**config.mk**
```make
export PLATFORM = sky130hd
export DESIGN_NAME = tsr_top
export DESIGN_NICKNAME = d
export VERILOG_FILES = /design/src/logic/tsr_pkg.sv /design/src/logic/tsr_sync.sv /design/src/logic/tsr_fifo.sv /design/src/logic/tsr_top.sv
export SDC_FILE = /design/constraint.sdc
export NUM_CORES = 1
export LEC_CHECK = 0
export BUFFER_PORTS_ARGS = -buffer_cell sky130_fd_sc_hd__buf_4
export CAP_MARGIN = 20
export CORE_ASPECT_RATIO = 1.75
export CORE_MARGIN = 2
export CORE_UTILIZATION = 23
export DETAILED_ROUTE_END_ITERATION = 6
export PLACE_DENSITY = 0.49
export SYNTH_ARGS = -nofsm -noshare
export SYNTH_HDL_FRONTEND = slang
export SYNTH_SLANG_ARGS = --single-unit
```
**constraint.sdc**
```tcl
create_clock -name i_clk -period 2.95 [get_ports i_clk]
set_input_delay 0.1475 -clock i_clk [delete_from_list [all_inputs] [get_ports i_clk]]
set_output_delay 0.1475 -clock i_clk [all_outputs]
set_load 0.01 [all_outputs]
```
**src/logic/tsr_pkg.sv**
```systemverilog
// Shared constants and types of the temperature serial readout
package tsr_pkg;

	// -------------------------------------------------------------
	// Clock and timing
	// -------------------------------------------------------------
	localparam int CLK_HZ       = 50_000_000;
	localparam int PERIOD_MS    = 1500;          // Auto conversion period
	localparam int CONV_US      = 1200;          // Conversion time
	localparam int PERIOD_CYC   = PERIOD_MS * (CLK_HZ / 1000);
	localparam int CONV_CYC     = CONV_US * (CLK_HZ / 1_000_000);
	localparam int TIMER_W      = 27;

	// -------------------------------------------------------------
	// Frame and register layout
	// -------------------------------------------------------------
	localparam int TEMP_W       = 14;
	localparam int WORD_W       = 16;
	localparam int CNT_W        = 4;
	localparam int PD_BIT       = 13;            // Third bit of the stream
	localparam int LEAD_ZEROS   = 2;
	localparam logic [CNT_W-1:0]  LAST_RISE = 4'hF;
	localparam logic [TEMP_W-1:0] TEMP_RST  = 14'h0000;
	localparam logic [WORD_W-1:0] CTRL_RST  = 16'h0000;
	localparam int FIFO_DEPTH   = 16;

	// -------------------------------------------------------------
	// Sequencer states
	// -------------------------------------------------------------
	typedef enum logic [2:0] {
		ST_RUN  = 3'b001,
		ST_CONV = 3'b010,
		ST_SHUT = 3'b100
	} tsr_state_type;

	// Rising edge of a sampled level
	function automatic logic tsr_rise(input logic cur, input logic prev);
		return cur & ~prev;
	endfunction

	// Output bit of a frame: leading zeros then value, MSB first
	function automatic logic tsr_frame_bit(input logic [TEMP_W-1:0] v,
		input logic [CNT_W-1:0] idx);
		logic [WORD_W-1:0] w;
		w = {2'h0, v};
		return w[4'hF - idx];
	endfunction

endpackage

```
**src/logic/tsr_sync.sv**
```systemverilog
// Two flip-flop synchroniser for pin inputs
`timescale 1ns/1ps
module tsr_sync #(
	parameter int               W   = 1,
	parameter logic [W-1:0]     RST = '0
) (
	// Clock and reset
	input  wire logic         i_clk,
	input  wire logic         i_reset,
	// Levels
	input  wire logic [W-1:0] i_async,
	output logic      [W-1:0] o_sync
);

	typedef struct packed {
		logic [W-1:0] s1;
		logic [W-1:0] s2;
	} tsr_sync_type;

	tsr_sync_type r_q;
	tsr_sync_type r_d;

	// Shift through two stages
	always_comb begin
		r_d    = r_q;
		r_d.s1 = i_async;
		r_d.s2 = r_q.s1;
	end

	always_ff @(posedge i_clk) begin
		if (i_reset) begin
			r_q <= {RST, RST};
		end else begin
			r_q <= r_d;
		end
	end

	assign o_sync = r_q.s2;

endmodule

```
**src/logic/tsr_fifo.sv**
```systemverilog
// Result FIFO with valid and ready on both sides
`timescale 1ns/1ps
module tsr_fifo #(
	parameter int W     = 14,
	parameter int DEPTH = 16
) (
	// Clock and reset
	input  wire logic         i_clk,
	input  wire logic         i_reset,
	// Fill side
	input  wire logic         i_in_valid,
	output logic              o_in_ready,
	input  wire logic [W-1:0] i_in_data,
	// Drain side
	output logic              o_out_valid,
	input  wire logic         i_out_ready,
	output logic      [W-1:0] o_out_data
);

	localparam int AW = $clog2(DEPTH);

	typedef struct packed {
		logic [DEPTH-1:0][W-1:0] mem;
		logic [AW-1:0]           wr;
		logic [AW-1:0]           rd;
		logic [AW:0]             used;
	} tsr_fifo_type;

	tsr_fifo_type r_q;
	tsr_fifo_type r_d;
	logic         push;
	logic         pop;

	// Handshakes on both sides
	assign o_in_ready  = (r_q.used != (AW+1)'(DEPTH));
	assign o_out_valid = (r_q.used != '0);
	assign o_out_data  = r_q.mem[r_q.rd];
	assign push        = i_in_valid & o_in_ready;
	assign pop         = o_out_valid & i_out_ready;

	// Pointer and storage update
	always_comb begin
		r_d = r_q;
		if (push) begin
			r_d.mem[r_q.wr] = i_in_data;
			r_d.wr          = r_q.wr + 1'b1;
		end
		if (pop) begin
			r_d.rd = r_q.rd + 1'b1;
		end
		r_d.used = r_q.used + (AW+1)'(push) - (AW+1)'(pop);
	end

	always_ff @(posedge i_clk) begin
		if (i_reset) begin
			r_q <= '0;
		end else begin
			r_q <= r_d;
		end
	end

endmodule

```
**src/logic/tsr_top.sv**
```systemverilog
// Temperature sensor serial readout: sequencer, serial port, registers
`timescale 1ns/1ps
module tsr_top #(
	parameter int PERIOD_CYCLES = tsr_pkg::PERIOD_CYC,
	parameter int CONV_CYCLES   = tsr_pkg::CONV_CYC
) (
	// Clock and reset
	input  wire logic                      i_clk,
	input  wire logic                      i_reset,
	// Serial port pins
	input  wire logic                      i_cs_n,
	input  wire logic                      i_sclk,
	input  wire logic                      i_din,
	output logic                           o_dout,
	output logic                           o_dout_oe,
	// Analog core
	input  wire logic [tsr_pkg::TEMP_W-1:0] i_adc_code,
	output logic                           o_analog_on,
	// Status
	output logic                           o_shutdown
);

	// -------------------------------------------------------------
	// State
	// -------------------------------------------------------------
	typedef struct packed {
		tsr_pkg::tsr_state_type             st;
		logic [tsr_pkg::TIMER_W-1:0]        timer;
		logic [tsr_pkg::TIMER_W-1:0]        conv;
		logic                               sclk_prev;
		logic                               cs_prev;
		logic [tsr_pkg::CNT_W-1:0]          cnt;
		logic                               first;
		logic [tsr_pkg::WORD_W-1:0]         sh;
		logic [tsr_pkg::WORD_W-1:0]         ctrl;
		logic                               pd;
		logic [tsr_pkg::TEMP_W-1:0]         held;
		logic [tsr_pkg::TEMP_W-1:0]         temp;
		logic                               dout;
		logic                               oe;
		logic                               analog_on;
	} tsr_regs_type;

	tsr_regs_type r_q;
	tsr_regs_type r_d;

	logic                          cs_s;
	logic                          sclk_s;
	logic                          din_s;
	logic                          sel;
	logic                          rise;
	logic                          fall;
	logic                          access_end;
	logic                          timer_end;
	logic                          conv_end;
	logic                          load_ctrl;
	logic [tsr_pkg::WORD_W-1:0]    sh_next;
	logic                          fifo_in_ready;
	logic                          fifo_out_valid;
	logic [tsr_pkg::TEMP_W-1:0]    fifo_out_data;

	// -------------------------------------------------------------
	// Pin synchronisers
	// -------------------------------------------------------------
	tsr_sync #(
		.W   (3),
		.RST (3'h7)
	) u_sync (
		.i_clk   (i_clk),
		.i_reset (i_reset),
		.i_async ({i_cs_n, i_sclk, i_din}),
		.o_sync  ({cs_s, sclk_s, din_s})
	);

	// -------------------------------------------------------------
	// Result FIFO between converter and buffer register
	// -------------------------------------------------------------
	tsr_fifo #(
		.W     (tsr_pkg::TEMP_W),
		.DEPTH (tsr_pkg::FIFO_DEPTH)
	) u_fifo (
		.i_clk       (i_clk),
		.i_reset     (i_reset),
		.i_in_valid  (conv_end),
		.o_in_ready  (fifo_in_ready),
		.i_in_data   (i_adc_code),
		.o_out_valid (fifo_out_valid),
		.i_out_ready (cs_s),
		.o_out_data  (fifo_out_data)
	);

	// -------------------------------------------------------------
	// Decoded events
	// -------------------------------------------------------------
	assign sel        = ~cs_s;
	assign rise       = sel & tsr_pkg::tsr_rise(sclk_s, r_q.sclk_prev);
	assign fall       = sel & tsr_pkg::tsr_rise(~sclk_s, ~r_q.sclk_prev);
	assign access_end = tsr_pkg::tsr_rise(cs_s, r_q.cs_prev);
	assign timer_end  = (r_q.timer ==
		tsr_pkg::TIMER_W'(PERIOD_CYCLES - 1));
	assign conv_end   = (r_q.st == tsr_pkg::ST_CONV) &&
		(r_q.conv == tsr_pkg::TIMER_W'(CONV_CYCLES - 1));
	assign load_ctrl  = rise && (r_q.cnt == tsr_pkg::LAST_RISE);
	assign sh_next    = {r_q.sh[tsr_pkg::WORD_W-2:0], din_s};

	// -------------------------------------------------------------
	// Next state
	// -------------------------------------------------------------
	always_comb begin
		r_d           = r_q;
		r_d.sclk_prev = sclk_s;
		r_d.cs_prev   = cs_s;
		r_d.oe        = sel;

		// Bit counter only moves while selected
		if (!sel) begin
			r_d.cnt   = '0;
			r_d.first = 1'b0;
		end else if (rise) begin
			r_d.sh  = sh_next;
			r_d.cnt = r_q.cnt + 1'b1;
		end

		// Control word takes effect at the 16th rise
		if (load_ctrl) begin
			r_d.ctrl = sh_next;
			r_d.pd   = sh_next[tsr_pkg::PD_BIT];
		end

		// Falling edge: register load and output bit
		if (fall) begin
			if (!r_q.first) begin
				r_d.first = 1'b1;
				r_d.temp  = r_q.held;
				r_d.dout  = tsr_pkg::tsr_frame_bit(r_q.held, r_q.cnt);
			end else begin
				r_d.dout  = tsr_pkg::tsr_frame_bit(r_q.temp, r_q.cnt);
			end
		end

		// Buffer register drains the FIFO between accesses
		if (fifo_out_valid && cs_s) begin
			r_d.held = fifo_out_data;
		end

		// Conversion sequencer
		r_d.timer = r_q.timer + 1'b1;
		case (r_q.st)
			tsr_pkg::ST_RUN: begin
				r_d.conv = '0;
				if (load_ctrl && sh_next[tsr_pkg::PD_BIT]) begin
					r_d.st = tsr_pkg::ST_SHUT;
				end else if (timer_end || access_end) begin
					r_d.st    = tsr_pkg::ST_CONV;
					r_d.timer = '0;
				end
			end
			tsr_pkg::ST_CONV: begin
				if (access_end) begin
					r_d.timer = '0;
				end
				if (!conv_end) begin
					r_d.conv = r_q.conv + 1'b1;
				end else if (fifo_in_ready) begin
					r_d.conv  = '0;
					r_d.st    = r_d.pd ? tsr_pkg::ST_SHUT
						: tsr_pkg::ST_RUN;
				end
			end
			tsr_pkg::ST_SHUT: begin
				r_d.timer = '0;
				r_d.conv  = '0;
				if (load_ctrl && !sh_next[tsr_pkg::PD_BIT]) begin
					r_d.st = tsr_pkg::ST_CONV;
				end
			end
			default: begin
				r_d.st = tsr_pkg::ST_RUN;
			end
		endcase
		r_d.analog_on = (r_d.st == tsr_pkg::ST_CONV);
	end

	// -------------------------------------------------------------
	// Registers
	// -------------------------------------------------------------
	always_ff @(posedge i_clk) begin
		if (i_reset) begin
			r_q           <= '0;
			r_q.st        <= tsr_pkg::ST_RUN;
			r_q.sclk_prev <= 1'b1;
			r_q.cs_prev   <= 1'b1;
			r_q.ctrl      <= tsr_pkg::CTRL_RST;
			r_q.temp      <= tsr_pkg::TEMP_RST;
			r_q.held      <= tsr_pkg::TEMP_RST;
		end else begin
			r_q <= r_d;
		end
	end

	// Outputs straight from flops; result codes pass unscaled
	assign o_dout      = r_q.dout;
	assign o_dout_oe   = r_q.oe;
	assign o_analog_on = r_q.analog_on;
	assign o_shutdown  = r_q.pd;
endmodule

```
==> impl_summary.md <==
Yosys
The post-synthesis cell type with the largest combined area is sky130_fd_sc_hd__dfxtp_1. The count of distinct cell types in the synthesized netlist is 67. By area the synthesized netlist is led by sky130_fd_sc_hd__dfxtp_1 (44%), sky130_fd_sc_hd__nand2_1 (12%), sky130_fd_sc_hd__mux4_2 (8.5%). The mean area per synthesized cell is 8.74 um2. After synthesis the cells add up to ~16000 um2. The yosys synthesis warning count is 0. The net count after synthesis is 1878.

The sequential element share of the synthesized area is 0.437. The fraction of post-synthesis cell area in the top cell type by area is 0.437. After synthesis, the most frequently instantiated cells are sky130_fd_sc_hd__nand2_1 (533), sky130_fd_sc_hd__dfxtp_1 (352), sky130_fd_sc_hd__a21oi_1 (209), sky130_fd_sc_hd__clkbuf_1 (110), sky130_fd_sc_hd__a21oi_2 (90).

In the synthesized netlist the dominant register cell turns out to be sky130_fd_sc_hd__dfxtp_1. After synthesis, the share of flip-flops with an asynchronous set or reset is 0. After technology mapping, the gate count stands at 1844. The most numerous cell in the Yosys netlist is sky130_fd_sc_hd__nand2_1. The count of state elements after synthesis is about 350.

The number of synthesized flops with an enable pin is 0.

Global routing
The global-route track usage on met1 is 0.129. The number of global-route vias before repair is 12800. The met2 track demand over resource in global routing is 0.244. Global routing finished with a remaining overflow of 0. In the global route stage, overall resource usage came out at 0.123. The pin count of the biggest net entering global routing is 148. After global routing, the most crowded layer is met2.

The first global-routing pass estimated 70900 um of wire. The number of antenna violations at the first check in global routing is 0. For met3 alone, demand over resource in global routing was 0.0138.

Setup path
STA puts the critical path data required time at 3.34 ns. STA classifies the critical path startpoint as a flip-flop. The maximum fanout count along the critical path is 2. Walking the worst path, the cells encountered are inv_1 -> ha_1 -> or3b_2 -> o21ai_2 -> inv_1 -> ha_1 -> inv_1 -> ha_1 -> fa_1 -> a21oi_1 -> nor2_1 -> nor2_1 -> xnor2_1 -> nor2_1. Following the worst setup path forward leads to its endpoint at u_fifo.r_q[4]$_SDFF_PP0_.

Across all register-to-register paths, the minimum setup slack is 0.17 ns. The critical path's slowest cell is sky130_fd_sc_hd__or3b_2. The startpoint identified for the worst register-to-register timing path is u_fifo.r_q[3]$_SDFF_PP0_. STA classifies the critical path endpoint as a flip-flop. The worst setup path category is flip-flop to flip-flop. The worst-case reg-to-reg path depth is 14. The critical path startpoint is u_fifo.r_q[3]$_SDFF_PP0_. The data arrival time of the critical path is 3.17 ns. On the worst path, the slowest cell contributes a delay of between 0.4 and 0.5 ns.

The worst register-to-register path ends at u_fifo.r_q[4]$_SDFF_PP0_.

Placement
The routability congestion estimate from global placement is 0.761. Once placement completed, the tool counted placed cells totaling 2677. The post-DP HPWL is 30500 um. The quantity of I/O buffers inserted on ports is 22.

Finish
In the final layout, the share of cells above drive strength 1 is 0.179. The multi-input combinational cells in the finished layout cover a total of 8200 um2. For this run, the post-layout net count is approximately 1900.

The number of cells in the finished layout apart from fillers is roughly 2800. The antenna diode instance count is 0. The signed area change from the synthesized netlist to the final layout is 14.6%. The sequential cell area is approximately 7100 um2. Fill cells in the final layout number 7444.

Route
The count of unresolved DRC violations after routing is 0. The average vias per placed instance is ~4.6. The iteration-0 DRC count of the detailed router is 733.

The detail route stage leaves a number of antenna-violating nets equal to 0. The total wire length after detailed routing is 44500 um. The average wire per standard cell is 16.2 um. The detailed-route via count is ~13000.

The number of detailed-route iterations in the first pass is 5.

Clock tree
The clock latency reported for the late side of the worst-skew pair is 0.55 ns. The H-tree was split into 2 levels. The number of buffers added for setup after CTS is 0. The clock buffer count from CTS is 36. Clock tree synthesis found a total of 352 sinks.

TritonCTS built the clock tree. The cell at the root of the clock tree is sky130_fd_sc_hd__clkbuf_16. The longest clock path from root to sink contains 3 buffers.

After clock tree synthesis, the clock-pin slew on the worst setup and hold paths is ~0.060 ns.

Floorplan
In this run the count of I/O pins placed on the die edge is 23. Row generation in the floorplan step produced between 100 and 150 rows. The floorplan die width is between 200 and 250 um. The effective utilization at floorplan is 0.232. The area of the core is about 70000 um2. The die outline area is 72300 um2. The height of the die is ~350 um.

Timing
The maximum frequency from static timing analysis is 359 MHz. The hold violation count in the final report is 0. The final setup violation count is 0.

For the pin with the worst max-slew slack, the measured transition is 0.895 ns. The max-slew violation count is 0. Setup repair after global routing left no endpoint under its margin. In the finished design, the share of the clock period the worst path needs comes to 0.944. The final period demand of the worst path is 2.78 ns. Adding up every negative setup slack in the final design gives 0 ns. Between clock sinks in the finished design, the worst skew comes to 0.0213 ns. Headroom to the max-slew limit came out at 0.403.

Min path
The path class of the tightest hold or removal check is input pin to flip-flop.

Pwr
IR analysis of the VDD net gives a maximum drop of 393 uV. The power density over the cells is 584 nW/um2. The register share of total power is 0.454.

The clock group share of total power is 0.409. Internal power comes to 7.90 mW. The analysis attributes to cell leakage a power of 5.78 nW. The switching power total is 2.90 mW. The portion of total power attributed to combinational logic is 0.138. Of the total power, the share spent switching nets is 0.269.

Flow run
Max-cap violations in this run came to 0.

Run status
The run finished with clean final reports.
==> per-layer routing <==
layer / wire length, um / vias to the layer above
met5: 0 / -
met1: 17000 / 6197
met2: 24600 / 241
met4: 1520 / 0
met3: 1390 / 87
li1: - / 6220
==> area by class of cell <==
| cell class | count | area share |
|---|---|---|
| clock inverters | 9 | 0.00542 |
| clock buffers | 51 | 0.0545 |
| flip-flops and latches | 352 | 0.382 |
| repair buffers | 102 | 0.0490 |
| multi-input cells | 1310 | 0.444 |
| well taps | 910 | 0.0616 |
| inverters | 21 | 0.00427 |
==> cell usage in the layout, fill, tap and decap left out, types with 7 or more instances in the layout <==
cell type                       instances
sky130_fd_sc_hd__inv_1                 21
sky130_fd_sc_hd__mux4_2                61
sky130_fd_sc_hd__xnor2_1               16
sky130_fd_sc_hd__o21ai_0               12
sky130_fd_sc_hd__a21oi_1              209
sky130_fd_sc_hd__nand3_1               34
sky130_fd_sc_hd__nor3_4                14
sky130_fd_sc_hd__ha_1                  14
sky130_fd_sc_hd__buf_12                 7
sky130_fd_sc_hd__or2_2                 12
sky130_fd_sc_hd__mux2i_1                9
sky130_fd_sc_hd__buf_4                 76
sky130_fd_sc_hd__or3_1                 25
sky130_fd_sc_hd__nand2_1              533
sky130_fd_sc_hd__xor2_1                34
sky130_fd_sc_hd__dlygate4sd3_1         18
sky130_fd_sc_hd__nor2b_1                9
sky130_fd_sc_hd__a22oi_1               28
sky130_fd_sc_hd__clkbuf_1              10
sky130_fd_sc_hd__and3_1                10
sky130_fd_sc_hd__nand4_1               28
sky130_fd_sc_hd__nor3_1                 9
sky130_fd_sc_hd__dfxtp_1              350
sky130_fd_sc_hd__a21oi_2               90
sky130_fd_sc_hd__clkbuf_16             36
sky130_fd_sc_hd__nor2_1                87
==> critical path: cells and delay by family, from the launching register on <==
kind / cells / cell delay (ns)
AO/OA/AOI/OAI: 2 / 0.30
XOR/XNOR: 1 / 0.13
adder cells (fa/ha/maj): 4 / 1.02
buffers and inverters: 3 / 0.20
flip-flops: 1 / 0.31
AND/OR/NAND/NOR: 4 / 0.69
==> registers in the layout, indices dropped and copies added (netlist names) <==
| signal | cells |
|---|---|
| o_analog_on | 1 |
| o_dout | 1 |
| o_dout_oe | 1 |
| o_shutdown | 1 |
| r_q | 105 |
| u_fifo.r_q | 237 |
| u_sync.o_sync | 3 |
| u_sync.r_d | 3 |
==> power by group through the flow <==
stage / Sequential (mW) / Combinational [mW] / Clock [mW]
2_1_floorplan: 4.96 / 1.08 / 0
3_3_place_gp: 5.01 / 1.50 / 0
3_5_place_dp: 5.01 / 1.50 / 0
4_1_cts: 4.90 / 1.53 / 4.56
5_1_grt: 4.91 / 1.63 / 4.73
6_report: 4.90 / 1.49 / 4.42
==> cells by family (layout without fill, tap and decap cells) <==
kind of cell / count (synthesis) / count (layout) / share of synthesized area
DFF: 352 / 352 / 0.437
AOI/OAI and AO/OA: 366 / 366 / 0.144
muxes: 72 / 72 / 0.0922
and+or+nand+nor: 807 / 807 / 0.233
xor gates and xnor gates: 50 / 50 / 0.0272
adders and majority gates: 15 / 15 / 0.0121
buffers and inverters: 182 / 183 / 0.0548
==> worst min path at each step <==
stage,from,to,slack (ns),cells after the start
global placement,i_sclk,u_sync.r_d[1]$_SDFF_PP1_,0.34,2
global route,i_cs_n,u_sync.r_d[2]$_SDFF_PP1_,0.37,3
floorplan,i_din,u_sync.r_d[0]$_SDFF_PP1_,0.25,1
finish,i_sclk,u_sync.r_d[1]$_SDFF_PP1_,0.36,3
detailed placement,i_sclk,u_sync.r_d[1]$_SDFF_PP1_,0.34,2
CTS,i_sclk,u_sync.r_d[1]$_SDFF_PP1_,0.36,3
==> what timing repair did <==
action | in CTS | in global routing
endpoints found under the hold margin | 232 | 0
hold buffers | 18 | 0
gates resized for setup | 0 | 0
==> through the flow <==
stage	worst slack (ns)	instance area, um2	hold WS (ns)	power [mW]	util
final	0.165	18500	0.361	10.8	0.266
after global routing	0.0167	18500	0.367	11.3	0.266
after CTS	0.151	18500	0.359	11.0	0.266
after detailed placement	0.152	17200	0.342	6.51	0.247
after global placement	0.116	17200	0.341	6.50	0.247
after floorplan	0.169	16100	0.251	6.03	-
(Power assumes the default switching activity.)
